**config.mk**
```make
export PLATFORM = sky130hd
export DESIGN_NAME = sleep_mode_controller
export DESIGN_NICKNAME = d
export VERILOG_FILES = /design/src/sleep_ctrl_pkg.sv /design/src/sleep_mode_controller.sv
export VERILOG_INCLUDE_DIRS = /design/src /design/src/src
export SDC_FILE = /design/constraint.sdc
export NUM_CORES = 1
export LEC_CHECK = 0
export BUFFER_PORTS_ARGS = -buffer_cell sky130_fd_sc_hd__buf_2
export CORE_ASPECT_RATIO = 1.75
export CORE_MARGIN = 10
export CORE_UTILIZATION = 55
export DETAILED_ROUTE_END_ITERATION = 7
export PLACE_DENSITY_LB_ADDON = 0.25
export SYNTH_ARGS = -nofsm -noshare
export SYNTH_HDL_FRONTEND = slang
export SYNTH_SLANG_ARGS = --single-unit
```
**constraint.sdc**
```tcl
create_clock -name mclk -period 2.6 [get_ports mclk]
set_input_delay 0.13 -clock mclk [delete_from_list [all_inputs] [get_ports mclk]]
set_output_delay 0.13 -clock mclk [all_outputs]
set_load 0.02 [all_outputs]
```
**src/sleep_ctrl_params.svh**
```systemverilog
// constants for the sleep mode controller: field positions, reset values, timing
// assumes inclusion by bare name from the design file and the testbench
`ifndef SLEEP_CTRL_PARAMS_SVH
`define SLEEP_CTRL_PARAMS_SVH

// ************
// sleep control register fields
// ************
`define SCR_ENABLE_BIT      0
`define SCR_MODE_LSB        1
`define SCR_MODE_MSB        3
`define SCR_RESET           8'h00
`define SCR_UPPER_ZERO      4'h0

// ************
// core control register fields
// ************
`define CCR_BOSO_BIT        6
`define CCR_UNLOCK_BIT      5
`define CCR_RESET           8'h00

// ************
// mode encodings
// ************
`define MODE_IDLE           3'h0
`define MODE_NOISE_RED      3'h1
`define MODE_POWER_DOWN     3'h2
`define MODE_POWER_SAVE     3'h3
`define MODE_RSVD_A         3'h4
`define MODE_RSVD_B         3'h5
`define MODE_STANDBY        3'h6
`define MODE_EXT_STANDBY    3'h7

// ************
// timing
// ************
`define CLK_PERIOD_NS       8
`define UNLOCK_WINDOW_CYC   4
`define BOSO_DELAY_CYC      3
`define BOSO_LIFE_CYC       3
`define WAKE_HOLD_CYC       4
`define STANDBY_WAKE_CYC    6
`define BOD_WAKE_NS         60000
`define BOD_WAKE_CYC        ((`BOD_WAKE_NS + `CLK_PERIOD_NS - 1) / `CLK_PERIOD_NS)

`endif

```
**src/sleep_ctrl_pkg.sv**
```systemverilog
// types of the sleep mode controller
// assumes the params header sits on the include path
package sleep_ctrl_pkg;
  typedef enum logic [1:0] {
    st_run,
    st_sleep,
    st_startup,
    st_hold
  } sleep_state_t;
endpackage

```
**src/sleep_mode_controller.sv**
```systemverilog
// sleep mode controller: mode entry, clock gating, wake-up and brown-out sleep-off
// assumes core writes arrive on mclk; wake and reset sources are asynchronous pins
`timescale 1ns/1ps
`include "sleep_ctrl_params.svh"

// What this block does
// - sleep only when enable set and instruction
// - mode 000 idle stops core, flash clocks
// - idle wakes on any enabled interrupt
// - hold core four cycles after start-up
// - register file and memory kept across sleep
// - reset during sleep restarts at reset vector
// - detector off on entry, on at wake
// - about 60 us wake after detector off
// - sleep-off at bit 6, resets zero
// - timed unlock sequence, active later, self-clears
// - mode 001 stops io, core, flash clocks
// - noise reduction wakes on listed sources only
// - converter starts on idle or noise entry
// - async timer counts only in async mode
// - mode 010 power-down, limited wake sources
// - short level wake: wake, no interrupt
// - power-down wake waits reset time-out
// - mode 011 power-save keeps async timer
// - power-save stops unused timer clock sources
// - mode 110 standby, oscillator on, six cycles
// - mode 111 extended standby, six cycles
// - 100 and 101 reserved, upper bits zero
module sleep_mode_controller #(
  parameter int STARTUP_CYC = 16384,
  parameter int BOD_WAKE_CYC = `BOD_WAKE_CYC
) (
  // clock, reset, enable
  input  wire logic       mclk,
  input  wire logic       reset,
  input  wire logic       clk_en,
  // core register writes
  input  wire logic       scr_we,
  input  wire logic [7:0] scr_wdata,
  input  wire logic       ccr_we,
  input  wire logic [7:0] ccr_wdata,
  input  wire logic       sleep_instr,
  // configuration
  input  wire logic       crystal_selected,
  input  wire logic       adc_enabled,
  input  wire logic       timer_async_mode,
  input  wire logic       timer_sync_mode,
  input  wire logic       global_irq_en,
  input  wire logic [1:0] async_timer_irq_mask,
  // wake sources, asynchronous
  input  wire logic       irq_any,
  input  wire logic       irq_adc_done,
  input  wire logic       irq_twi_match,
  input  wire logic       irq_async_timer,
  input  wire logic       irq_mem_ready,
  input  wire logic       irq_level_ext,
  input  wire logic       irq_pin_change,
  input  wire logic       irq_watchdog,
  input  wire logic       sys_reset_req,
  // register read-back
  output logic [7:0]      sleep_control_register,
  output logic [7:0]      core_control_register,
  // clock and power controls
  output logic            core_clock_en,
  output logic            program_memory_clock_en,
  output logic            peripheral_io_clock_en,
  output logic            oscillator_en,
  output logic            timer_osc_en,
  output logic            timer_clock_en,
  output logic            brownout_detector_en,
  output logic            adc_start,
  // core handshake
  output logic            core_halted,
  output logic            take_irq,
  output logic            resume_at_reset
);

  localparam int CNT_W = 16;

  // counts beyond the counter width would wrap and cut the restart delay short
  if (STARTUP_CYC < 1 || STARTUP_CYC >= 65536 ||
      BOD_WAKE_CYC < 1 || BOD_WAKE_CYC >= 65536) begin
    $error("wake counts must fit in 16 bits and be at least one");
  end

  function automatic logic mode_legal(input logic [2:0] m, input logic xtal);
    mode_legal = (m != `MODE_RSVD_A) && (m != `MODE_RSVD_B) &&
                 ((m != `MODE_STANDBY && m != `MODE_EXT_STANDBY) || xtal);
  endfunction

  // ************
  // pin synchronisers
  // ************
  logic [8:0] wake_s1_r;
  logic [8:0] wake_s2_r;
  logic [8:0] wake_raw;
  assign wake_raw = {sys_reset_req, irq_watchdog, irq_pin_change, irq_level_ext,
                     irq_mem_ready, irq_async_timer, irq_twi_match, irq_adc_done, irq_any};

  always_ff @(posedge mclk or posedge reset) begin
    if (reset) begin
      wake_s1_r <= 9'h000;
      wake_s2_r <= 9'h000;
    end else if (clk_en) begin
      wake_s1_r <= wake_raw;
      wake_s2_r <= wake_s1_r;
    end
  end

  // ************
  // registers
  // ************
  logic       sleep_en_r;
  logic [2:0] mode_r;
  logic       unlock_r;
  logic [2:0] unlock_cnt_r;
  logic       boso_r;
  logic [1:0] boso_delay_r;
  logic [1:0] boso_life_r;
  logic       boso_active;

  always_ff @(posedge mclk or posedge reset) begin
    if (reset) begin
      sleep_en_r <= 1'b0;
      mode_r     <= `MODE_IDLE;
    end else if (clk_en && scr_we) begin
      sleep_en_r <= scr_wdata[`SCR_ENABLE_BIT];
      mode_r     <= scr_wdata[`SCR_MODE_MSB:`SCR_MODE_LSB];
    end
  end

  // unlock then write within four cycles; active three cycles later, lives three cycles
  always_ff @(posedge mclk or posedge reset) begin
    if (reset) begin
      unlock_r     <= 1'b0;
      unlock_cnt_r <= 3'h0;
      boso_r       <= 1'b0;
      boso_delay_r <= 2'h0;
      boso_life_r  <= 2'h0;
    end else if (clk_en) begin
      if (ccr_we && ccr_wdata[`CCR_BOSO_BIT] && ccr_wdata[`CCR_UNLOCK_BIT]) begin
        unlock_r     <= 1'b1;
        unlock_cnt_r <= 3'(`UNLOCK_WINDOW_CYC);
      end else if (ccr_we && ccr_wdata[`CCR_BOSO_BIT] && unlock_r) begin
        unlock_r     <= 1'b0;
        boso_r       <= 1'b1;
        boso_delay_r <= 2'(`BOSO_DELAY_CYC);
        boso_life_r  <= 2'(`BOSO_LIFE_CYC);
      end else if (unlock_cnt_r > 3'h1) begin
        unlock_cnt_r <= unlock_cnt_r - 3'h1;
      end else begin
        unlock_r     <= 1'b0;
        unlock_cnt_r <= 3'h0;
      end
      if (boso_r && !(ccr_we && unlock_r)) begin
        if (boso_delay_r != 2'h0)
          boso_delay_r <= boso_delay_r - 2'h1;
        else if (boso_life_r > 2'h1)
          boso_life_r <= boso_life_r - 2'h1;
        else
          boso_r <= 1'b0;
      end
    end
  end

  assign boso_active = boso_r && boso_delay_r == 2'h0;

  assign sleep_control_register = {`SCR_UPPER_ZERO, mode_r, sleep_en_r};
  assign core_control_register  = {1'b0, boso_r, unlock_r, 5'h00};

  // ************
  // sleep sequencer
  // ************
  sleep_ctrl_pkg::sleep_state_t state_r;
  logic [CNT_W-1:0] cnt_r;
  logic [2:0]       act_mode_r;
  logic             bod_off_r;
  logic             irq_pend_r;
  logic             wake_hit;
  logic             enter;
  logic             mode_is_save;

  assign enter        = sleep_instr && sleep_en_r && mode_legal(mode_r, crystal_selected);
  assign mode_is_save = act_mode_r == `MODE_POWER_SAVE || act_mode_r == `MODE_EXT_STANDBY;

  // wake source filter per mode
  always_comb begin
    unique case (act_mode_r)
      `MODE_IDLE:
        wake_hit = wake_s2_r[0] | wake_s2_r[8];
      `MODE_NOISE_RED:
        wake_hit = |{wake_s2_r[1], wake_s2_r[2], wake_s2_r[3], wake_s2_r[4],
                     wake_s2_r[5], wake_s2_r[6], wake_s2_r[7], wake_s2_r[8]};
      `MODE_POWER_SAVE, `MODE_EXT_STANDBY:
        wake_hit = |{wake_s2_r[2], wake_s2_r[5], wake_s2_r[6], wake_s2_r[7], wake_s2_r[8]} |
                   (wake_s2_r[3] && global_irq_en && |async_timer_irq_mask);
      default:
        wake_hit = |{wake_s2_r[2], wake_s2_r[5], wake_s2_r[6], wake_s2_r[7],
                     wake_s2_r[8]};
    endcase
  end

  // register file and memory are outside; the core clock is only gated, never reset
  always_ff @(posedge mclk or posedge reset) begin
    if (reset) begin
      state_r         <= sleep_ctrl_pkg::st_run;
      cnt_r           <= '0;
      act_mode_r      <= `MODE_IDLE;
      bod_off_r       <= 1'b0;
      irq_pend_r      <= 1'b0;
      take_irq        <= 1'b0;
      resume_at_reset <= 1'b0;
      adc_start       <= 1'b0;
    end else if (clk_en) begin
      take_irq  <= 1'b0;
      adc_start <= 1'b0;
      unique case (state_r)
        sleep_ctrl_pkg::st_run: begin
          resume_at_reset <= 1'b0;
          if (enter) begin
            state_r    <= sleep_ctrl_pkg::st_sleep;
            act_mode_r <= mode_r;
            bod_off_r  <= boso_active;
            adc_start  <= adc_enabled &&
                          (mode_r == `MODE_IDLE || mode_r == `MODE_NOISE_RED);
          end
        end
        sleep_ctrl_pkg::st_sleep: begin
          if (wake_hit) begin
            state_r         <= sleep_ctrl_pkg::st_startup;
            bod_off_r       <= 1'b0;
            resume_at_reset <= wake_s2_r[8];
            irq_pend_r      <= !wake_s2_r[8];
            // restart delay per mode, the detector wake count instead when detector was off
            if (bod_off_r)
              cnt_r <= CNT_W'(BOD_WAKE_CYC);
            else if (act_mode_r == `MODE_STANDBY || act_mode_r == `MODE_EXT_STANDBY)
              cnt_r <= CNT_W'(`STANDBY_WAKE_CYC);
            else if (act_mode_r == `MODE_POWER_DOWN || act_mode_r == `MODE_POWER_SAVE)
              cnt_r <= CNT_W'(STARTUP_CYC);
            else
              cnt_r <= CNT_W'(1);
          end
        end
        sleep_ctrl_pkg::st_startup: begin
          if (cnt_r > CNT_W'(1)) begin
            cnt_r <= cnt_r - CNT_W'(1);
          end else begin
            state_r <= sleep_ctrl_pkg::st_hold;
            cnt_r   <= CNT_W'(`WAKE_HOLD_CYC);
            // a level wake gone by now still wakes but raises no interrupt
            irq_pend_r <= irq_pend_r && |wake_s2_r[7:0];
          end
        end
        sleep_ctrl_pkg::st_hold: begin
          if (cnt_r > CNT_W'(1)) begin
            cnt_r <= cnt_r - CNT_W'(1);
          end else begin
            state_r    <= sleep_ctrl_pkg::st_run;
            take_irq   <= irq_pend_r;
            irq_pend_r <= 1'b0;
          end
        end
      endcase
    end
  end

  // ************
  // clock and oscillator gating
  // ************
  logic asleep;
  logic deep;
  assign asleep = state_r != sleep_ctrl_pkg::st_run;
  assign deep   = asleep && act_mode_r != `MODE_IDLE && act_mode_r != `MODE_NOISE_RED;

  assign core_halted             = asleep;
  assign core_clock_en           = !asleep;
  assign program_memory_clock_en = !asleep;
  assign peripheral_io_clock_en  = !asleep || act_mode_r == `MODE_IDLE;
  // standby, idle, noise and sync-timer power-save keep the oscillator; power-down and other power-save stop it until start-up runs
  assign oscillator_en = !(state_r == sleep_ctrl_pkg::st_sleep && deep) ||
                         act_mode_r == `MODE_STANDBY || act_mode_r == `MODE_EXT_STANDBY ||
                         (act_mode_r == `MODE_POWER_SAVE && timer_sync_mode);
  // async timer runs only in async mode, and stops in st_sleep for power-down and standby
  assign timer_osc_en   = timer_async_mode && (!deep || mode_is_save ||
                          state_r != sleep_ctrl_pkg::st_sleep);
  assign timer_clock_en = !asleep || act_mode_r == `MODE_IDLE ||
                          (mode_is_save && timer_sync_mode);
  assign brownout_detector_en = !bod_off_r;

  // ************
  // checks
  // ************
  unlock_window_a: assert property (@(posedge mclk) disable iff (reset)
    clk_en && ccr_we && ccr_wdata[6] && ccr_wdata[5] ##1 clk_en [*4] ##1 clk_en && !ccr_we
    |-> !unlock_r)
    else $error("unlock not closed after four cycles");
  sleep_gate_a: assert property (@(posedge mclk) disable iff (reset)
    state_r == sleep_ctrl_pkg::st_run && clk_en && !sleep_en_r |=> !core_halted)
    else $error("slept without enable");
  reserved_nop_a: assert property (@(posedge mclk) disable iff (reset)
    state_r == sleep_ctrl_pkg::st_run && clk_en &&
    (mode_r == 3'h4 || mode_r == 3'h5) |=> !core_halted)
    else $error("reserved mode entered sleep");
  upper_zero_a: assert property (@(posedge mclk) disable iff (reset)
    sleep_control_register[7:4] == 4'h0)
    else $error("upper bits nonzero");
  bod_restore_a: assert property (@(posedge mclk) disable iff (reset)
    !core_halted |-> brownout_detector_en)
    else $error("detector off while running");
  hold_four_a: assert property (@(posedge mclk) disable iff (reset)
    $rose(state_r == sleep_ctrl_pkg::st_hold) && clk_en ##1 clk_en [*3] |-> core_halted)
    else $error("core released before four cycles");
  idle_clocks_a: assert property (@(posedge mclk) disable iff (reset)
    core_halted && act_mode_r == 3'h0 |-> !core_clock_en && peripheral_io_clock_en)
    else $error("idle clock gating wrong");
  adc_start_a: assert property (@(posedge mclk) disable iff (reset)
    adc_start |-> $past(adc_enabled) && act_mode_r[2:1] == 2'h0)
    else $error("adc start in wrong mode");

  // wake side: which clocks stay, which sources count, what the core sees after
  noise_clocks_a: assert property (@(posedge mclk) disable iff (reset)
    core_halted && act_mode_r == 3'h1 |-> !peripheral_io_clock_en && !program_memory_clock_en)
    else $error("noise reduction clock gating wrong");
  deep_osc_a: assert property (@(posedge mclk) disable iff (reset)
    state_r == sleep_ctrl_pkg::st_sleep && act_mode_r == 3'h2 |-> !oscillator_en && !timer_osc_en)
    else $error("oscillator running in power-down");
  standby_osc_a: assert property (@(posedge mclk) disable iff (reset)
    core_halted && act_mode_r[2:1] == 2'h3 |-> oscillator_en)
    else $error("standby stopped the oscillator");
  idle_wake_a: assert property (@(posedge mclk) disable iff (reset)
    state_r == sleep_ctrl_pkg::st_sleep && act_mode_r == 3'h0 && clk_en && wake_s2_r[0]
    |=> state_r == sleep_ctrl_pkg::st_startup)
    else $error("idle ignored an enabled interrupt");
  reset_wake_a: assert property (@(posedge mclk) disable iff (reset)
    state_r == sleep_ctrl_pkg::st_sleep && clk_en && wake_s2_r[8] |=> resume_at_reset)
    else $error("reset wake not flagged");
  bod_entry_a: assert property (@(posedge mclk) disable iff (reset)
    state_r == sleep_ctrl_pkg::st_run && clk_en && enter && boso_active |=> !brownout_detector_en)
    else $error("detector kept on at sleep entry");
  irq_after_hold_a: assert property (@(posedge mclk) disable iff (reset)
    take_irq && $past(clk_en) |-> !core_halted && $past(state_r == sleep_ctrl_pkg::st_hold))
    else $error("interrupt taken outside hold end");
  save_mask_a: assert property (@(posedge mclk) disable iff (reset)
    state_r == sleep_ctrl_pkg::st_sleep && act_mode_r == 3'h3 && clk_en && !global_irq_en &&
    wake_s2_r[8:5] == 4'h0 && !wake_s2_r[2] |=> state_r == sleep_ctrl_pkg::st_sleep)
    else $error("power-save woke with interrupts off");

endmodule

```
==> run metrics <==
fin nets=397; Hold WC Path Type=in -> reg; Crit path largest cell delay=0.58 ns; clock latency at the later pin of the worst-skew pair=0.34 ns; All-Layer GR Usage=15.03%; post-synthesis cell count=300; CTS resizes=0; Worst Tran Pin Value=0.6548 ns; final HPWL from detailed placement=5237 um; global-route wire length before repair=11210 um; CP cell instances=or4_4 -> nor3_2 -> o2111a_1 -> a211oi_2 -> buf_4 -> and2b_1 -> a22o_1; root buffer cell=clkbuf_8; worst-path maximum fanout=27; vias in the first global route=2410; setup_tns=0 ns; CP Buf/Inv Count=1; WP data required=2.83 ns; status=completed; CP startpoint kind=register; f_max=406.9 MHz; CP Data Arrival Time=2.68 ns; mapped cell area=3077 sq um; RSZ-0062 raised after global routing=false; vias per cell=5.500; sequential area share after synthesis=46.36%; crit-path leading delay family=simple AND/OR/NAND/NOR gates; share of cells above drive strength 1=30.34%; # DRC=0; Avg Inst Size Synth=10.26 sq um; element type at the critical path end=register; largest net degree at the start of global routing=34; Max Root-Sink Buffers=2; number of synthesized flops with an enable pin=0; Rel. slew slack=56.28%; total CTS buffers=9; TritonRoute pass-1 iters=5; Hold Crit Depth=2; worst reg2reg path depth=7; # port buffers=44; Final Max Slew Viols=0; Avg WL per Cell=15.75 um; crit path max-delay cell type=or4_4; minimum clock period=2.458 ns; remaining antenna violation count=0; Power Dens Cells=1126 nW/um^2; period utilization=94.53%; Static Leak=1.640 nW; Syn-to-layout area delta=14.72%; synth unique cells=55; Final Util=64.23%; CTS Sinks=57; worst vdd ir=616.7 uV; initial antenna violation count=0; vias post-DR=2376; H-tree depth=3; final hold vios=0; postcts setup bufs=0; Post-Route Skew=0.01007 ns; R2R setup slack=0.14 ns; Rows=36; worst hold slack=0.02479 ns; synth warn=0; Setup Crit Path Kind=reg -> reg; CP Depth=7; CTS tree=yes; top_reg_cell synth=dfrtp_1; Placed Area=3338 sq um; Final GP Congestion=0.8651; core area=5495 sq um; Die W=76.54 um; Initial Util=55.99%; total global routing overflow=0; asr flop ratio synth=100.0%; initial drt markers=142; Worst-path clk slew=0.07 ns; full die area=9104 sq um; Final Cell Area=3530 sq um; Die Ht=118.9 um; ANT cells=0; Seq cells post-synth=57; Routed WL=6806 um; io pins=65; max capacitance violation total=0; Final setup viols=0
## registers in the layout (all words and copies together), names as in the netlist, 3 cells and up
register      count
act_mode_r        3
cnt_r            16
mode_r            3
unlock_cnt_r      3
wake_s1_r         9
wake_s2_r         9
## cells in the final DEF (no fill, tap or decap), types with 10 or more instances in the layout
cell type / instances
buf_4: 12
nor2_1: 22
dfrtp_1: 57
clkbuf_8: 10
nand2_1: 20
o21ai_0: 28
mux2_2: 25
inv_1: 15
a22o_1: 12
conb_1: 10
buf_2: 44
## repair_timing
| item | 4_1_cts | 5_1_grt |
|---|---|---|
| setup endpoints to repair | 0 | 0 |
| hold buffers | 1 | 0 |
| hold endpoints to repair | 31 | 0 |
## synthesized netlist by cell type, types with 2 or more instances
cell type  number  area [sq um]
nand3_1         7         35.03
nor3_1          9         45.04
mux2_2         25         281.5
a31oi_1         2         12.51
buf_2           2         10.01
a21oi_1         7         35.03
buf_6           2         22.52
o21a_1          2         15.01
or3_1           4         25.02
nor4_1          5         31.28
nor2b_1         3         18.77
o2bb2ai_1       2         17.52
ha_1            8         100.1
nand2_1        20         75.07
o221ai_1        2         17.52
clkbuf_1        3         11.26
o21ai_0        28         140.1
buf_1           2         7.510
or2_2           2         12.51
clkbuf_8        2         27.53
a221oi_1        3         26.28
inv_1          16         60.06
dfrtp_1        57          1426
nor2_1         22         82.58
a2111oi_0       2         17.52
a22o_1         12         105.1
o41ai_1         3         26.28
buf_4          14         105.1
o31ai_1         8         60.06
## routing by layer
layer	GRT usage (%)	vias to the layer above	wire, um
li1	-	1176	-
met1	14.88	1147	2653
met2	28.26	42	3787
met3	3.539	11	230
met4	7.477	0	135
met5	0	-	0
## area by class of cell
cell class | count | area (sq um)
fill | 509 | 1966
sequential | 57 | 1426
multi-input combinational | 209 | 1426
timing repair buffer | 58 | 340.3
clock buffer | 10 | 137.6
tap | 76 | 95.09
inverter | 16 | 60.06
clock inverter | 6 | 43.79
## metrics by stage
stage               std cells  worst slack [ns]  power, W
finish                    432            0.1423  0.003974
global route              432           0.05036  0.004262
CTS                       432            0.1419  0.003997
detailed placement        415            0.1606  0.003236
global placement          415            0.2108  0.003179
floorplan                 309            0.3971  0.002790
## report_power, final
group / total, W / switching (W) / internal, W / leakage, nW
sequential: 0.00139 / 0.000249 / 0.00114 / 0.713
clock: 0.000743 / 0.000373 / 0.000370 / 0.0805
combinational: 0.00184 / 0.00108 / 0.000759 / 0.847
## worst register-to-register path: stages (launching register included)
cell	delay, ns
dfrtp_1	0.40
or4_4	0.58
nor3_2	0.26
o2111a_1	0.29
a211oi_2	0.08
buf_4	0.23
and2b_1	0.27
a22o_1	0.22
## cells by family (layout without fill, tap and decap cells)
family	Yosys count	after routing	share of synthesized area, %
AND/OR/NAND/NOR	81	81	12.81
multiplexers	26	26	9.475
buffers and inverters	43	90	8.377
flip-flops	57	57	46.36
XOR/XNOR	1	1	0.2847
adder cells (fa/ha/maj)	8	8	3.253
AO/OA/AOI/OAI	83	83	19.32
other	1	10	0.1219
## worst paths after layout
check | from | end
setup / recovery | cnt_r[7] | cnt_r[15]
hold / removal | scr_wdata[3] | mode_r[2]
setup reg to reg | cnt_r[7] | cnt_r[15]
hold reg to reg | boso_life_r[0] | boso_life_r[0]
max in group asynchronous | reset | bod_off_r
min in group asynchronous | reset | wake_s1_r[1]
Note: power is estimated with default switching activity, not from simulation.
